## src/common/scm_pkg.sv

```systemverilog
// constants and types for the system clock and power mode control block
// assumes one 100 MHz clock and a plain single-cycle register port
package scm_pkg;
   // register indexes on the register port
   localparam logic [2:0] ADDR_MODE_CTRL = 3'h0;
   localparam logic [2:0] ADDR_AUX_CTRL  = 3'h1;
   localparam logic [2:0] ADDR_IRQ_STAT  = 3'h2;
   localparam logic [2:0] ADDR_IRQ_CLR   = 3'h3;
   localparam logic [2:0] ADDR_IRQ_EN    = 3'h4;
   // system_clock_mode_control fields
   localparam int         MC_DIV_LSB  = 5;
   localparam int         MC_FAST     = 4;
   localparam int         MC_LO_RDY   = 3;
   localparam int         MC_HI_RDY   = 2;
   localparam int         MC_IDLE     = 1;
   localparam int         MC_HL       = 0;
   localparam logic [7:0] MC_RESET    = 8'h03;
   localparam logic [7:0] MC_WR_MASK  = 8'hf3;
   // auxiliary control fields
   localparam int         AUX_HOLD    = 0;
   localparam int         AUX_LVD     = 1;
   localparam int         AUX_WDT     = 2;
   localparam logic [2:0] AUX_RESET   = 3'h0;
   // interrupt bit positions
   localparam int         IRQ_HI_RDY  = 0;
   localparam int         IRQ_LO_RDY  = 1;
   localparam int         IRQ_WAKE    = 2;
   localparam int         IRQ_W       = 3;
   // oscillator settle counts, in oscillator cycles
   localparam logic [9:0] HI_XTAL_CYC = 10'h200;
   localparam logic [9:0] HI_RC_CYC   = 10'h010;
   localparam logic [9:0] LO_XTAL_CYC = 10'h080;
   localparam logic [9:0] LO_RC_CYC   = 10'h002;
   // first divider code for the high-speed clock, and the largest divide exponent
   localparam logic [2:0] DIV_FIRST_HI = 3'h2;
   localparam logic [2:0] DIV_MAX_LOG2 = 3'h6;
   // operating modes
   typedef enum logic [2:0] {
      MODE_RUN, MODE_DEEP_SLEEP_MODE, MODE_SLEEP_WITH_SUBSTITUTE_CLOCK, MODE_IDLE_CLOCK_STOPPED, MODE_IDLE_CLOCK_RUNNING, MODE_WAKE
   } scm_mode_t;
   // clock gate bundle driven out to the clock tree
   typedef struct packed {
      logic cpu;    // cpu clock running
      logic sys;    // system clock running
      logic sub;    // substitute clock running
      logic per;    // peripheral slow clock running
      logic tbc;    // time-base clock running
      logic hiOsc;  // high-speed oscillator enabled
      logic loOsc;  // low-speed oscillator enabled
   } scm_gates_t;
endpackage : scm_pkg

```

## src/rtl/scm_top.sv

```systemverilog
// system clock selection and halted power mode control
// assumes oscillator outputs arrive as slow async levels on pins,
// halt requests come from the cpu on clk, wake requests from pins
//
// The address-and-strobe port and the placing of the registers were left to the implementer.
`timescale 1ns/1ps
`default_nettype none

// How it works
// - gate clocks per halted mode
// - high-speed mode divides oscillator by 1..64
// - divider code picks substitute or fH/64..fH/2
// - high/low select one uses undivided fH
// - high-speed oscillator off while on substitute
// - halt enters idle or sleep, cpu stops
// - deep sleep only without lvd and watchdog
// - lvd or watchdog gives sleep with substitute
// - idle with hold zero stops system clock
// - idle with hold one keeps system clock
// - low ready flag: 128 or 2 cycles
// - high ready flag: 512 or 16 cycles
// - fast wake runs substitute until crystal ready
// - fast wake only from sleep_with_substitute_clock and idle_clock_stopped
// - internal rc sources ignore fast wake
module scm_top (
   input  wire logic              clk,
   input  wire logic              nrst,
   input  wire logic [2:0]        regAddr,
   input  wire logic [7:0]        regWdata,
   input  wire logic              regWr,
   input  wire logic              regRd,
   output logic      [7:0]        regRdata,
   input  wire logic              haltReq,
   input  wire logic              wakePin,
   input  wire logic              hiOscPin,
   input  wire logic              loOscPin,
   input  wire logic              hiIsXtalPin,
   input  wire logic              loIsXtalPin,
   output var scm_pkg::scm_gates_t gates,
   output logic                   sysTick,
   output logic                   wdtRun,
   output logic                   irq
);
   // synchroniser stages and edge history for pins
   logic [4:0] syncA;      // first stage, read only by syncB
   logic [4:0] syncB;      // second stage
   logic [1:0] tickHist;   // delayed oscillator levels
   logic       hiTick;     // one high-speed oscillator rising edge
   logic       loTick;     // one low-speed oscillator rising edge
   logic       wakeIn;     // synchronised wake level
   logic       hiIsXtal;   // high-speed source is crystal
   logic       loIsXtal;   // low-speed source is crystal

   // local constants through the package, declared before first use
   localparam int IRQ_W = scm_pkg::IRQ_W;
   localparam scm_pkg::scm_mode_t
      MODE_RUN    = scm_pkg::MODE_RUN,    MODE_WAKE   = scm_pkg::MODE_WAKE,
      MODE_DEEP_SLEEP_MODE = scm_pkg::MODE_DEEP_SLEEP_MODE, MODE_SLEEP_WITH_SUBSTITUTE_CLOCK = scm_pkg::MODE_SLEEP_WITH_SUBSTITUTE_CLOCK,
      MODE_IDLE_CLOCK_STOPPED  = scm_pkg::MODE_IDLE_CLOCK_STOPPED,  MODE_IDLE_CLOCK_RUNNING  = scm_pkg::MODE_IDLE_CLOCK_RUNNING;

   // software-visible state
   logic [7:0] modeCtrl;   // control register, flag bits unused
   logic [2:0] auxCtrl;    // hold, lvd enable, watchdog enable
   logic [IRQ_W-1:0] irqStat;
   logic [IRQ_W-1:0] irqEn;

   // clock and mode state
   scm_pkg::scm_mode_t mode;
   logic       actHigh;    // active source is high-speed
   logic [2:0] actDiv;     // active divide exponent
   logic [5:0] divCnt;     // high-speed edge counter
   logic [9:0] hiCnt;      // high-speed settle counter
   logic [9:0] loCnt;      // low-speed settle counter
   logic       hiReady;
   logic       loReady;
   logic       hiReadyD;   // for rise detection
   logic       loReadyD;
   logic       wakeDone;   // one-cycle wake completion
   logic       fastWake;   // fast wake chosen at halt exit

   // divide exponent from control bits, 0 means undivided
   function automatic logic [2:0] divLog2(input logic hl, input logic [2:0] code);
      if (hl)
         divLog2 = 3'h0;
      else
         divLog2 = scm_pkg::DIV_MAX_LOG2 - (code - scm_pkg::DIV_FIRST_HI);
   endfunction : divLog2

   // true when the divider counter closes one divided period
   function automatic logic divWrap(input logic [5:0] cnt, input logic [2:0] lg);
      logic [5:0] mask;
      mask = ~(6'h3f << lg);
      divWrap = ((cnt & mask) == mask);
   endfunction : divWrap

   // control bits decoded
   logic       wantHigh;
   logic [2:0] wantDiv;
   logic       oscHiOn;
   logic       oscLoOn;
   logic       fastOk;
   logic       curReady;

   assign wantHigh = modeCtrl[scm_pkg::MC_HL] ||
                     (modeCtrl[7:5] >= scm_pkg::DIV_FIRST_HI);
   assign wantDiv  = divLog2(modeCtrl[scm_pkg::MC_HL], modeCtrl[7:5]);
   assign curReady = actHigh ? hiReady : loReady;

   // high oscillator off once on substitute
   // stopped in idle_clock_stopped and both sleeps
   always_comb
   begin
      oscHiOn = 1'b0;
      case (mode)
         MODE_RUN:    oscHiOn = wantHigh || actHigh;
         MODE_IDLE_CLOCK_RUNNING:  oscHiOn = actHigh;
         MODE_WAKE:   oscHiOn = wantHigh || actHigh;
         default:     oscHiOn = 1'b0;
      endcase
   end

   // low oscillator runs except in deep sleep
   assign oscLoOn = (mode != MODE_DEEP_SLEEP_MODE);

   // fast wake only from sleep_with_substitute_clock or idle_clock_stopped
   // only a crystal high source uses it
   assign fastOk = modeCtrl[scm_pkg::MC_FAST] && hiIsXtal && actHigh &&
                   ((mode == MODE_SLEEP_WITH_SUBSTITUTE_CLOCK) || (mode == MODE_IDLE_CLOCK_STOPPED));

   // two-flop synchronisers for all pins
   always_ff @(posedge clk or negedge nrst)
   begin
      if (!nrst)
      begin
         syncA <= 5'h00;
         syncB <= 5'h00;
      end
      else
      begin
         syncA <= {loIsXtalPin, hiIsXtalPin, wakePin, loOscPin, hiOscPin};
         syncB <= syncA;
      end
   end

   // edge history reads only the second stage
   always_ff @(posedge clk or negedge nrst)
   begin
      if (!nrst)
         tickHist <= 2'h0;
      else
         tickHist <= syncB[1:0];
   end

   // oscillator edges and straps from the second stage
   assign hiTick   = syncB[0] && !tickHist[0];
   assign loTick   = syncB[1] && !tickHist[1];
   assign wakeIn   = syncB[2];
   assign hiIsXtal = syncB[3];
   assign loIsXtal = syncB[4];

   // high ready after 512 crystal or 16 rc edges
   always_ff @(posedge clk or negedge nrst)
   begin
      if (!nrst)
      begin
         hiCnt   <= 10'h000;
         hiReady <= 1'b0;
      end
      else if (!oscHiOn)
      begin
         // cleared while stopped, restarts the settle count
         hiCnt   <= 10'h000;
         hiReady <= 1'b0;
      end
      else if (!hiReady && hiTick)
      begin
         hiCnt   <= hiCnt + 10'h001;
         hiReady <= (hiCnt + 10'h001) >=
                    (hiIsXtal ? scm_pkg::HI_XTAL_CYC : scm_pkg::HI_RC_CYC);
      end
   end

   // low ready after 128 crystal or 2 rc edges
   always_ff @(posedge clk or negedge nrst)
   begin
      if (!nrst)
      begin
         loCnt   <= 10'h000;
         loReady <= 1'b0;
      end
      else if (!oscLoOn)
      begin
         // zero during deep sleep
         loCnt   <= 10'h000;
         loReady <= 1'b0;
      end
      else if (!loReady && loTick)
      begin
         loCnt   <= loCnt + 10'h001;
         loReady <= (loCnt + 10'h001) >=
                    (loIsXtal ? scm_pkg::LO_XTAL_CYC : scm_pkg::LO_RC_CYC);
      end
   end

   // high-speed edge counter for the divider
   always_ff @(posedge clk or negedge nrst)
   begin
      if (!nrst)
         divCnt <= 6'h00;
      else if (hiTick)
         divCnt <= divCnt + 6'h01;
   end

   logic rawTick;
   assign rawTick = actHigh ? (hiTick && divWrap(divCnt, actDiv)) : loTick;

   // active source and divider
   // change at period end or while the current source is not ready, target ready; fast wake forces substitute
   always_ff @(posedge clk or negedge nrst)
   begin
      if (!nrst)
      begin
         actHigh <= 1'b0;
         actDiv  <= 3'h0;
      end
      else if ((mode == MODE_WAKE) && fastWake)
         actHigh <= 1'b0;
      else if ((mode == MODE_RUN) && (rawTick || !curReady))
      begin
         // a stalled current source may be left at once
         if (wantHigh && hiReady)
         begin
            actHigh <= 1'b1;
            actDiv  <= wantDiv;
         end
         else if (!wantHigh && loReady)
            actHigh <= 1'b0;
      end
   end

   // fast wake choice latched at halt exit
   always_ff @(posedge clk or negedge nrst)
   begin
      if (!nrst)
         fastWake <= 1'b0;
      else if (mode != MODE_WAKE && mode != MODE_RUN && wakeIn)
         fastWake <= fastOk;
      else if (mode == MODE_RUN)
         fastWake <= 1'b0;
   end

   // mode machine
   always_ff @(posedge clk or negedge nrst)
   begin
      if (!nrst)
         mode <= MODE_RUN;
      else
      begin
         case (mode)
            MODE_RUN:
               if (haltReq)
               begin
                  if (modeCtrl[scm_pkg::MC_IDLE])
                     mode <= auxCtrl[scm_pkg::AUX_HOLD] ? MODE_IDLE_CLOCK_RUNNING : MODE_IDLE_CLOCK_STOPPED;
                  else if (auxCtrl[scm_pkg::AUX_LVD] || auxCtrl[scm_pkg::AUX_WDT])
                     mode <= MODE_SLEEP_WITH_SUBSTITUTE_CLOCK;
                  else
                     mode <= MODE_DEEP_SLEEP_MODE;
               end
            MODE_IDLE_CLOCK_RUNNING:
               // system clock kept, resumes at once
               if (wakeIn)
                  mode <= MODE_RUN;
            MODE_WAKE:
               // resume once the clock to run on is ready
               if (fastWake ? loReady : curReady)
                  mode <= MODE_RUN;
            default:
               if (wakeIn)
                  mode <= MODE_WAKE;
         endcase
      end
   end

   // wake completion pulse
   always_ff @(posedge clk or negedge nrst)
   begin
      if (!nrst)
         wakeDone <= 1'b0;
      else
         wakeDone <= (mode != MODE_RUN) && (mode != MODE_DEEP_SLEEP_MODE) &&
                     (mode != MODE_SLEEP_WITH_SUBSTITUTE_CLOCK) && (mode != MODE_IDLE_CLOCK_STOPPED) && wakeIn &&
                     ((mode == MODE_IDLE_CLOCK_RUNNING) ||
                      (fastWake ? loReady : curReady));
   end

   always_ff @(posedge clk or negedge nrst)
   begin
      if (!nrst)
         gates <= '0;
      else
      begin
         gates.cpu   <= (mode == MODE_RUN);
         gates.sys   <= (mode == MODE_RUN) || (mode == MODE_IDLE_CLOCK_RUNNING);
         gates.sub   <= (mode != MODE_DEEP_SLEEP_MODE);
         gates.per   <= (mode != MODE_DEEP_SLEEP_MODE);
         gates.tbc   <= (mode != MODE_DEEP_SLEEP_MODE) && (mode != MODE_SLEEP_WITH_SUBSTITUTE_CLOCK);
         gates.hiOsc <= oscHiOn;
         gates.loOsc <= oscLoOn;
      end
   end

   // system tick only while the system clock runs
   always_ff @(posedge clk or negedge nrst)
   begin
      if (!nrst)
         sysTick <= 1'b0;
      else
         sysTick <= rawTick && curReady &&
                    ((mode == MODE_RUN) || (mode == MODE_IDLE_CLOCK_RUNNING));
   end

   always_ff @(posedge clk or negedge nrst)
   begin
      if (!nrst)
         wdtRun <= 1'b0;
      else
         wdtRun <= auxCtrl[scm_pkg::AUX_WDT] && (mode != MODE_DEEP_SLEEP_MODE);
   end

   // register writes
   always_ff @(posedge clk or negedge nrst)
   begin
      if (!nrst)
      begin
         modeCtrl <= scm_pkg::MC_RESET;
         auxCtrl  <= scm_pkg::AUX_RESET;
         irqEn    <= '0;
      end
      else if (regWr)
      begin
         if (regAddr == scm_pkg::ADDR_MODE_CTRL)
            modeCtrl <= regWdata & scm_pkg::MC_WR_MASK;
         else if (regAddr == scm_pkg::ADDR_AUX_CTRL)
            auxCtrl <= regWdata[2:0];
         else if (regAddr == scm_pkg::ADDR_IRQ_EN)
            irqEn <= regWdata[IRQ_W-1:0];
      end
   end

   // ready rise history
   always_ff @(posedge clk or negedge nrst)
   begin
      if (!nrst)
      begin
         hiReadyD <= 1'b0;
         loReadyD <= 1'b0;
      end
      else
      begin
         hiReadyD <= hiReady;
         loReadyD <= loReady;
      end
   end

   // sticky events, a new event wins over a clear
   logic [IRQ_W-1:0] irqSet;
   logic [IRQ_W-1:0] irqClr;
   assign irqSet = {wakeDone, loReady && !loReadyD, hiReady && !hiReadyD};
   assign irqClr = (regWr && (regAddr == scm_pkg::ADDR_IRQ_CLR)) ?
                   regWdata[IRQ_W-1:0] : '0;

   always_ff @(posedge clk or negedge nrst)
   begin
      if (!nrst)
         irqStat <= '0;
      else
         irqStat <= (irqStat & ~irqClr) | irqSet;
   end

   // level interrupt, registered
   always_ff @(posedge clk or negedge nrst)
   begin
      if (!nrst)
         irq <= 1'b0;
      else
         irq <= |(irqStat & irqEn);
   end

   // read data one cycle after the strobe, zero otherwise
   always_ff @(posedge clk or negedge nrst)
   begin
      if (!nrst)
         regRdata <= 8'h00;
      else if (!regRd)
         regRdata <= 8'h00;
      else if (regAddr == scm_pkg::ADDR_MODE_CTRL)
         regRdata <= {modeCtrl[7:4], loReady, hiReady, modeCtrl[1:0]};
      else if (regAddr == scm_pkg::ADDR_AUX_CTRL)
         regRdata <= {5'h00, auxCtrl};
      else if (regAddr == scm_pkg::ADDR_IRQ_STAT)
         regRdata <= {5'h00, irqStat};
      else if (regAddr == scm_pkg::ADDR_IRQ_EN)
         regRdata <= {5'h00, irqEn};
      else
         // clear register and unmapped read as zero
         regRdata <= 8'h00;
   end

endmodule : scm_top
`default_nettype wire

```

## config.mk

```make
export PLATFORM = sky130hd
export DESIGN_NAME = scm_top
export DESIGN_NICKNAME = d
export VERILOG_FILES = /design/src/common/scm_pkg.sv /design/src/rtl/scm_top.sv
export SDC_FILE = /design/constraint.sdc
export NUM_CORES = 1
export LEC_CHECK = 0
export ABC_AREA = 1
export BUFFER_PORTS_ARGS = -buffer_cell sky130_fd_sc_hd__buf_2
export CAP_MARGIN = 20
export CORE_ASPECT_RATIO = 1.2
export CORE_MARGIN = 1
export CORE_UTILIZATION = 30
export CTS_CLUSTER_SIZE = 24
export DETAILED_ROUTE_END_ITERATION = 7
export GPL_ROUTABILITY_DRIVEN = 1
export PLACE_DENSITY = 0.44
export SYNTH_ARGS = -nofsm -noshare
export SYNTH_HDL_FRONTEND = slang
export SYNTH_SLANG_ARGS = --single-unit
export TNS_END_PERCENT = 100
```

## constraint.sdc

```tcl
create_clock -name clk -period 1.9 [get_ports clk]
set_clock_uncertainty 0.05 [all_clocks]
set_input_delay 0.38 -clock clk [delete_from_list [all_inputs] [get_ports clk]]
set_output_delay 0.38 -clock clk [all_outputs]
set_load 0.02 [all_outputs]
```

==> flow_summary.toml <==
[run_status]
status = "finished clean"

[cells_and_area]
area_growth_pct = 24.4
n_antenna_cell = 0
multiInputGateArea_sq_um = 1520
final_common_cell = "nand2_1"
num-fill-cells = 1232
stdcell_count = 659
register_area_sq_um = 2050
final_cell_mix = "nand2_1, dfrtp_1, inv_1"
fin_nets = 525
drive_above_1_share_pct = 21.7

[min_path]
hp-class = "in2reg"

[drt]
highest_layer = "met4"
dr.pass1.iters = 4
drt-met1-wl_mm = 3.88
drcViolationCount = 0
drt_wl_total_mm = 8.13
wl_per_cell_microns = 12.3
route.met2.wl_mm = 3.86
avgViaCountPerCell = 4.49
wl_met3_microns = 224
vias = 2961
antenna_left = 0
drtIter0Drc = 107

[critical_path]
critPathCaptureType = "flop"
cp_slowest_cell = "dfrtp_1"
critical_path_arrival_ns = 2.09
cp_max_fo = 3
cp_common_cell = "nand2_1"
critPathMaxStageDelay_ns = 0.41
crit_chain = "ha_1 > nand2_1 > nor2_4 > xor2_1 > ha_1 > nand2_1 > nor2_1 > nand3_2 > nand3_1 > nand3_1 > nand2_1"
ff2ff_setup_slack_ns = 0.03
start_kind = "flop"
critPathBufInv = 0
worstPathRequired_ns = 2.12
critical_path_class = "reg2reg"
crit_family = "simple AND/OR/NAND/NOR gates"

[clock_network]
ctsLongestPathBuffers = 2
cts-buffers-inserted = 9
insertion_delay_ns = 0.34
cts_tree = "built"
cts.sinks = 82
path_clk_slew_ns = 0.06
cts_htree_levels = 3
cts_root_buf = "clkbuf_16"

[synth]
ys_types = 32
async_reset_ff_share_pct = 100
netlist_instances = 427
ys_seq_area_share_pct = 54.5
ys.flop_type = "dfrtp_1"
syn_area_sq_um = 3770
synth_fp_nets = 457
synth-seq-cells = 82
yosysWarnings = 0
avgSynthCellArea_sq_um = 8.83
synth_edf_count = 0

[power_and_ir_drop]
vdd_ir_drop_max_v = 0.000421
p_switching_mw = 1.97
internal-power_mw = 3.83
p_clk_share_pct = 31.7
swShare_pct = 34.0
p_per_area_nw_per_um2 = 1240
power_frac_seq_pct = 41.0
p_leak_nw = 2.32
power_frac_comb_pct = 27.3

[timing]
rsz0062_at_grt = "true"
relSlewSlack_pct = 72.9
setup_tns_ns = 0
maxSlewViolCount = 0
period_share_pct = 98.4
fmax_mhz = 535
finalHoldViolCount = 0
tightest_slew_ns = 0.404
final.setup.worst_slack_ns = 0.0304
fin_crit_ns = 1.87
setup_viol = 0

[flow_run]
cap_violations = 0

[global_route]
antenna_found_initial = 0
globalRouteOverflowTotal = 0
grt_max_degree = 41
grt_pass1_vias = 2901
grt_usage_pct = 13.6
grt_pass1_wl_mm = 13.8

[die]
num_rows = 44
dieArea_sq_um = 13000
core_area_sq_um = 12200
num_io_pins = 39
floorplan.initialDensity_pct = 31.0
fp.dieH_microns = 125
fp.dieW_microns = 104

[place]
hpwl_mm = 5.98
place_ws_ns = -0.0394
gp_congestion = 0.781
dp_cells = 638
portBuffers = 37
-- final cells by class --
| cell class | count | area share (%) |
|---|---|---|
| multi-input cells | 281 | 32.4 |
| repair buffers | 61 | 8.16 |
| clock inverters | 3 | 1.39 |
| flip-flops and latches | 82 | 43.8 |
| inverters | 60 | 4.80 |
| clock buffers | 11 | 5.17 |
| well taps | 161 | 4.29 |
-- power groups by stage --
stage | sequential, mW | clock, mW | combinational (mW)
after floorplan | 2.45 | 0 | 1.02
after global routing | 2.44 | 1.97 | 1.82
final | 2.38 | 1.84 | 1.58
after global placement | 2.41 | 0 | 1.57
after CTS | 2.38 | 1.88 | 1.59
after detailed placement | 2.41 | 0 | 1.58
-- worst register-to-register path: stages (launching register included) --
cell	delay, ns
dfrtp_1	0.41
ha_1	0.23
nand2_1	0.15
nor2_4	0.06
xor2_1	0.16
ha_1	0.28
nand2_1	0.05
nor2_1	0.12
nand3_2	0.08
nand3_1	0.09
nand3_1	0.06
nand2_1	0.08
-- Yosys cell counts, drive strengths merged, types with 5 or more instances --
master	number	area share, %
nand2	103	11
dfrtp	80	53
inv	60	6.0
o21ai	43	5.7
nand3	36	5.0
nor2	36	4.1
a21oi	11	1.5
xor2	11	2.6
o22ai	10	2.0
ha	9	3.0
nor3	6	1.1
nand4	5	0.83
-- through the flow --
stage | cell area [sq um] | utilization (%) | hold slack, ns | total power [mW]
final | 4690 | 38.6 | 0.0954 | 5.80
after global routing | 4690 | 38.6 | 0.0822 | 6.22
after global placement | 4280 | 35.2 | 0.260 | 3.98
after floorplan | 3770 | - | 0.0344 | 3.46
after detailed placement | 4280 | 35.2 | 0.258 | 3.99
after CTS | 4600 | 37.8 | 0.0857 | 5.85
-- sequential cells by signal (all words and copies together) (netlist names), 5 cells and up --
register,count
divCnt,6
gates,5
hiCnt,10
loCnt,10
modeCtrl,6
regRdata,8
syncA,5
syncB,5
-- worst paths after layout --
path | from | endpoint | depth (start not counted)
worst max-delay path | hiCnt[0] | hiReady | 11
worst min-delay path | wakePin | syncA[2] | 1
worst max register to register | hiCnt[0] | hiReady | 11
worst min register to register | syncA[4] | syncB[4] | 0
max in group asynchronous | nrst | irqEn[0] | 3
min in group asynchronous | nrst | hiCnt[9] | 2
-- metal layers --
metal  global-route usage, %  up-vias
li1                        -     1515
met1                    17.7     1398
met2                    21.5       37
met3                    3.35       11
met4                    5.63        0
met5                       0        -
-- cell families (layout without fill, tap and decap cells) --
| family | after synthesis | after routing | share of synthesized area (%) |
|---|---|---|---|
| adders and majority gates | 9 | 9 | 2.99 |
| AOI/OAI and AO/OA | 68 | 68 | 10.0 |
| and+or+nand+nor | 190 | 190 | 22.6 |
| buffers and inverters | 64 | 135 | 6.60 |
| muxes | 1 | 1 | 0.298 |
| xor gates and xnor gates | 13 | 13 | 3.02 |
| DFF | 82 | 82 | 54.5 |
-- timing repair --
action / in CTS / in global routing
pin swaps: 0 / 15
buffers inserted: 0 / 6
setup endpoints to repair: 1 / 2
resized for setup: 1 / 12
hold buffers: 1 / 0
endpoints found under the hold margin: 22 / 0
No activity file was read; power rests on OpenSTA's default activity.
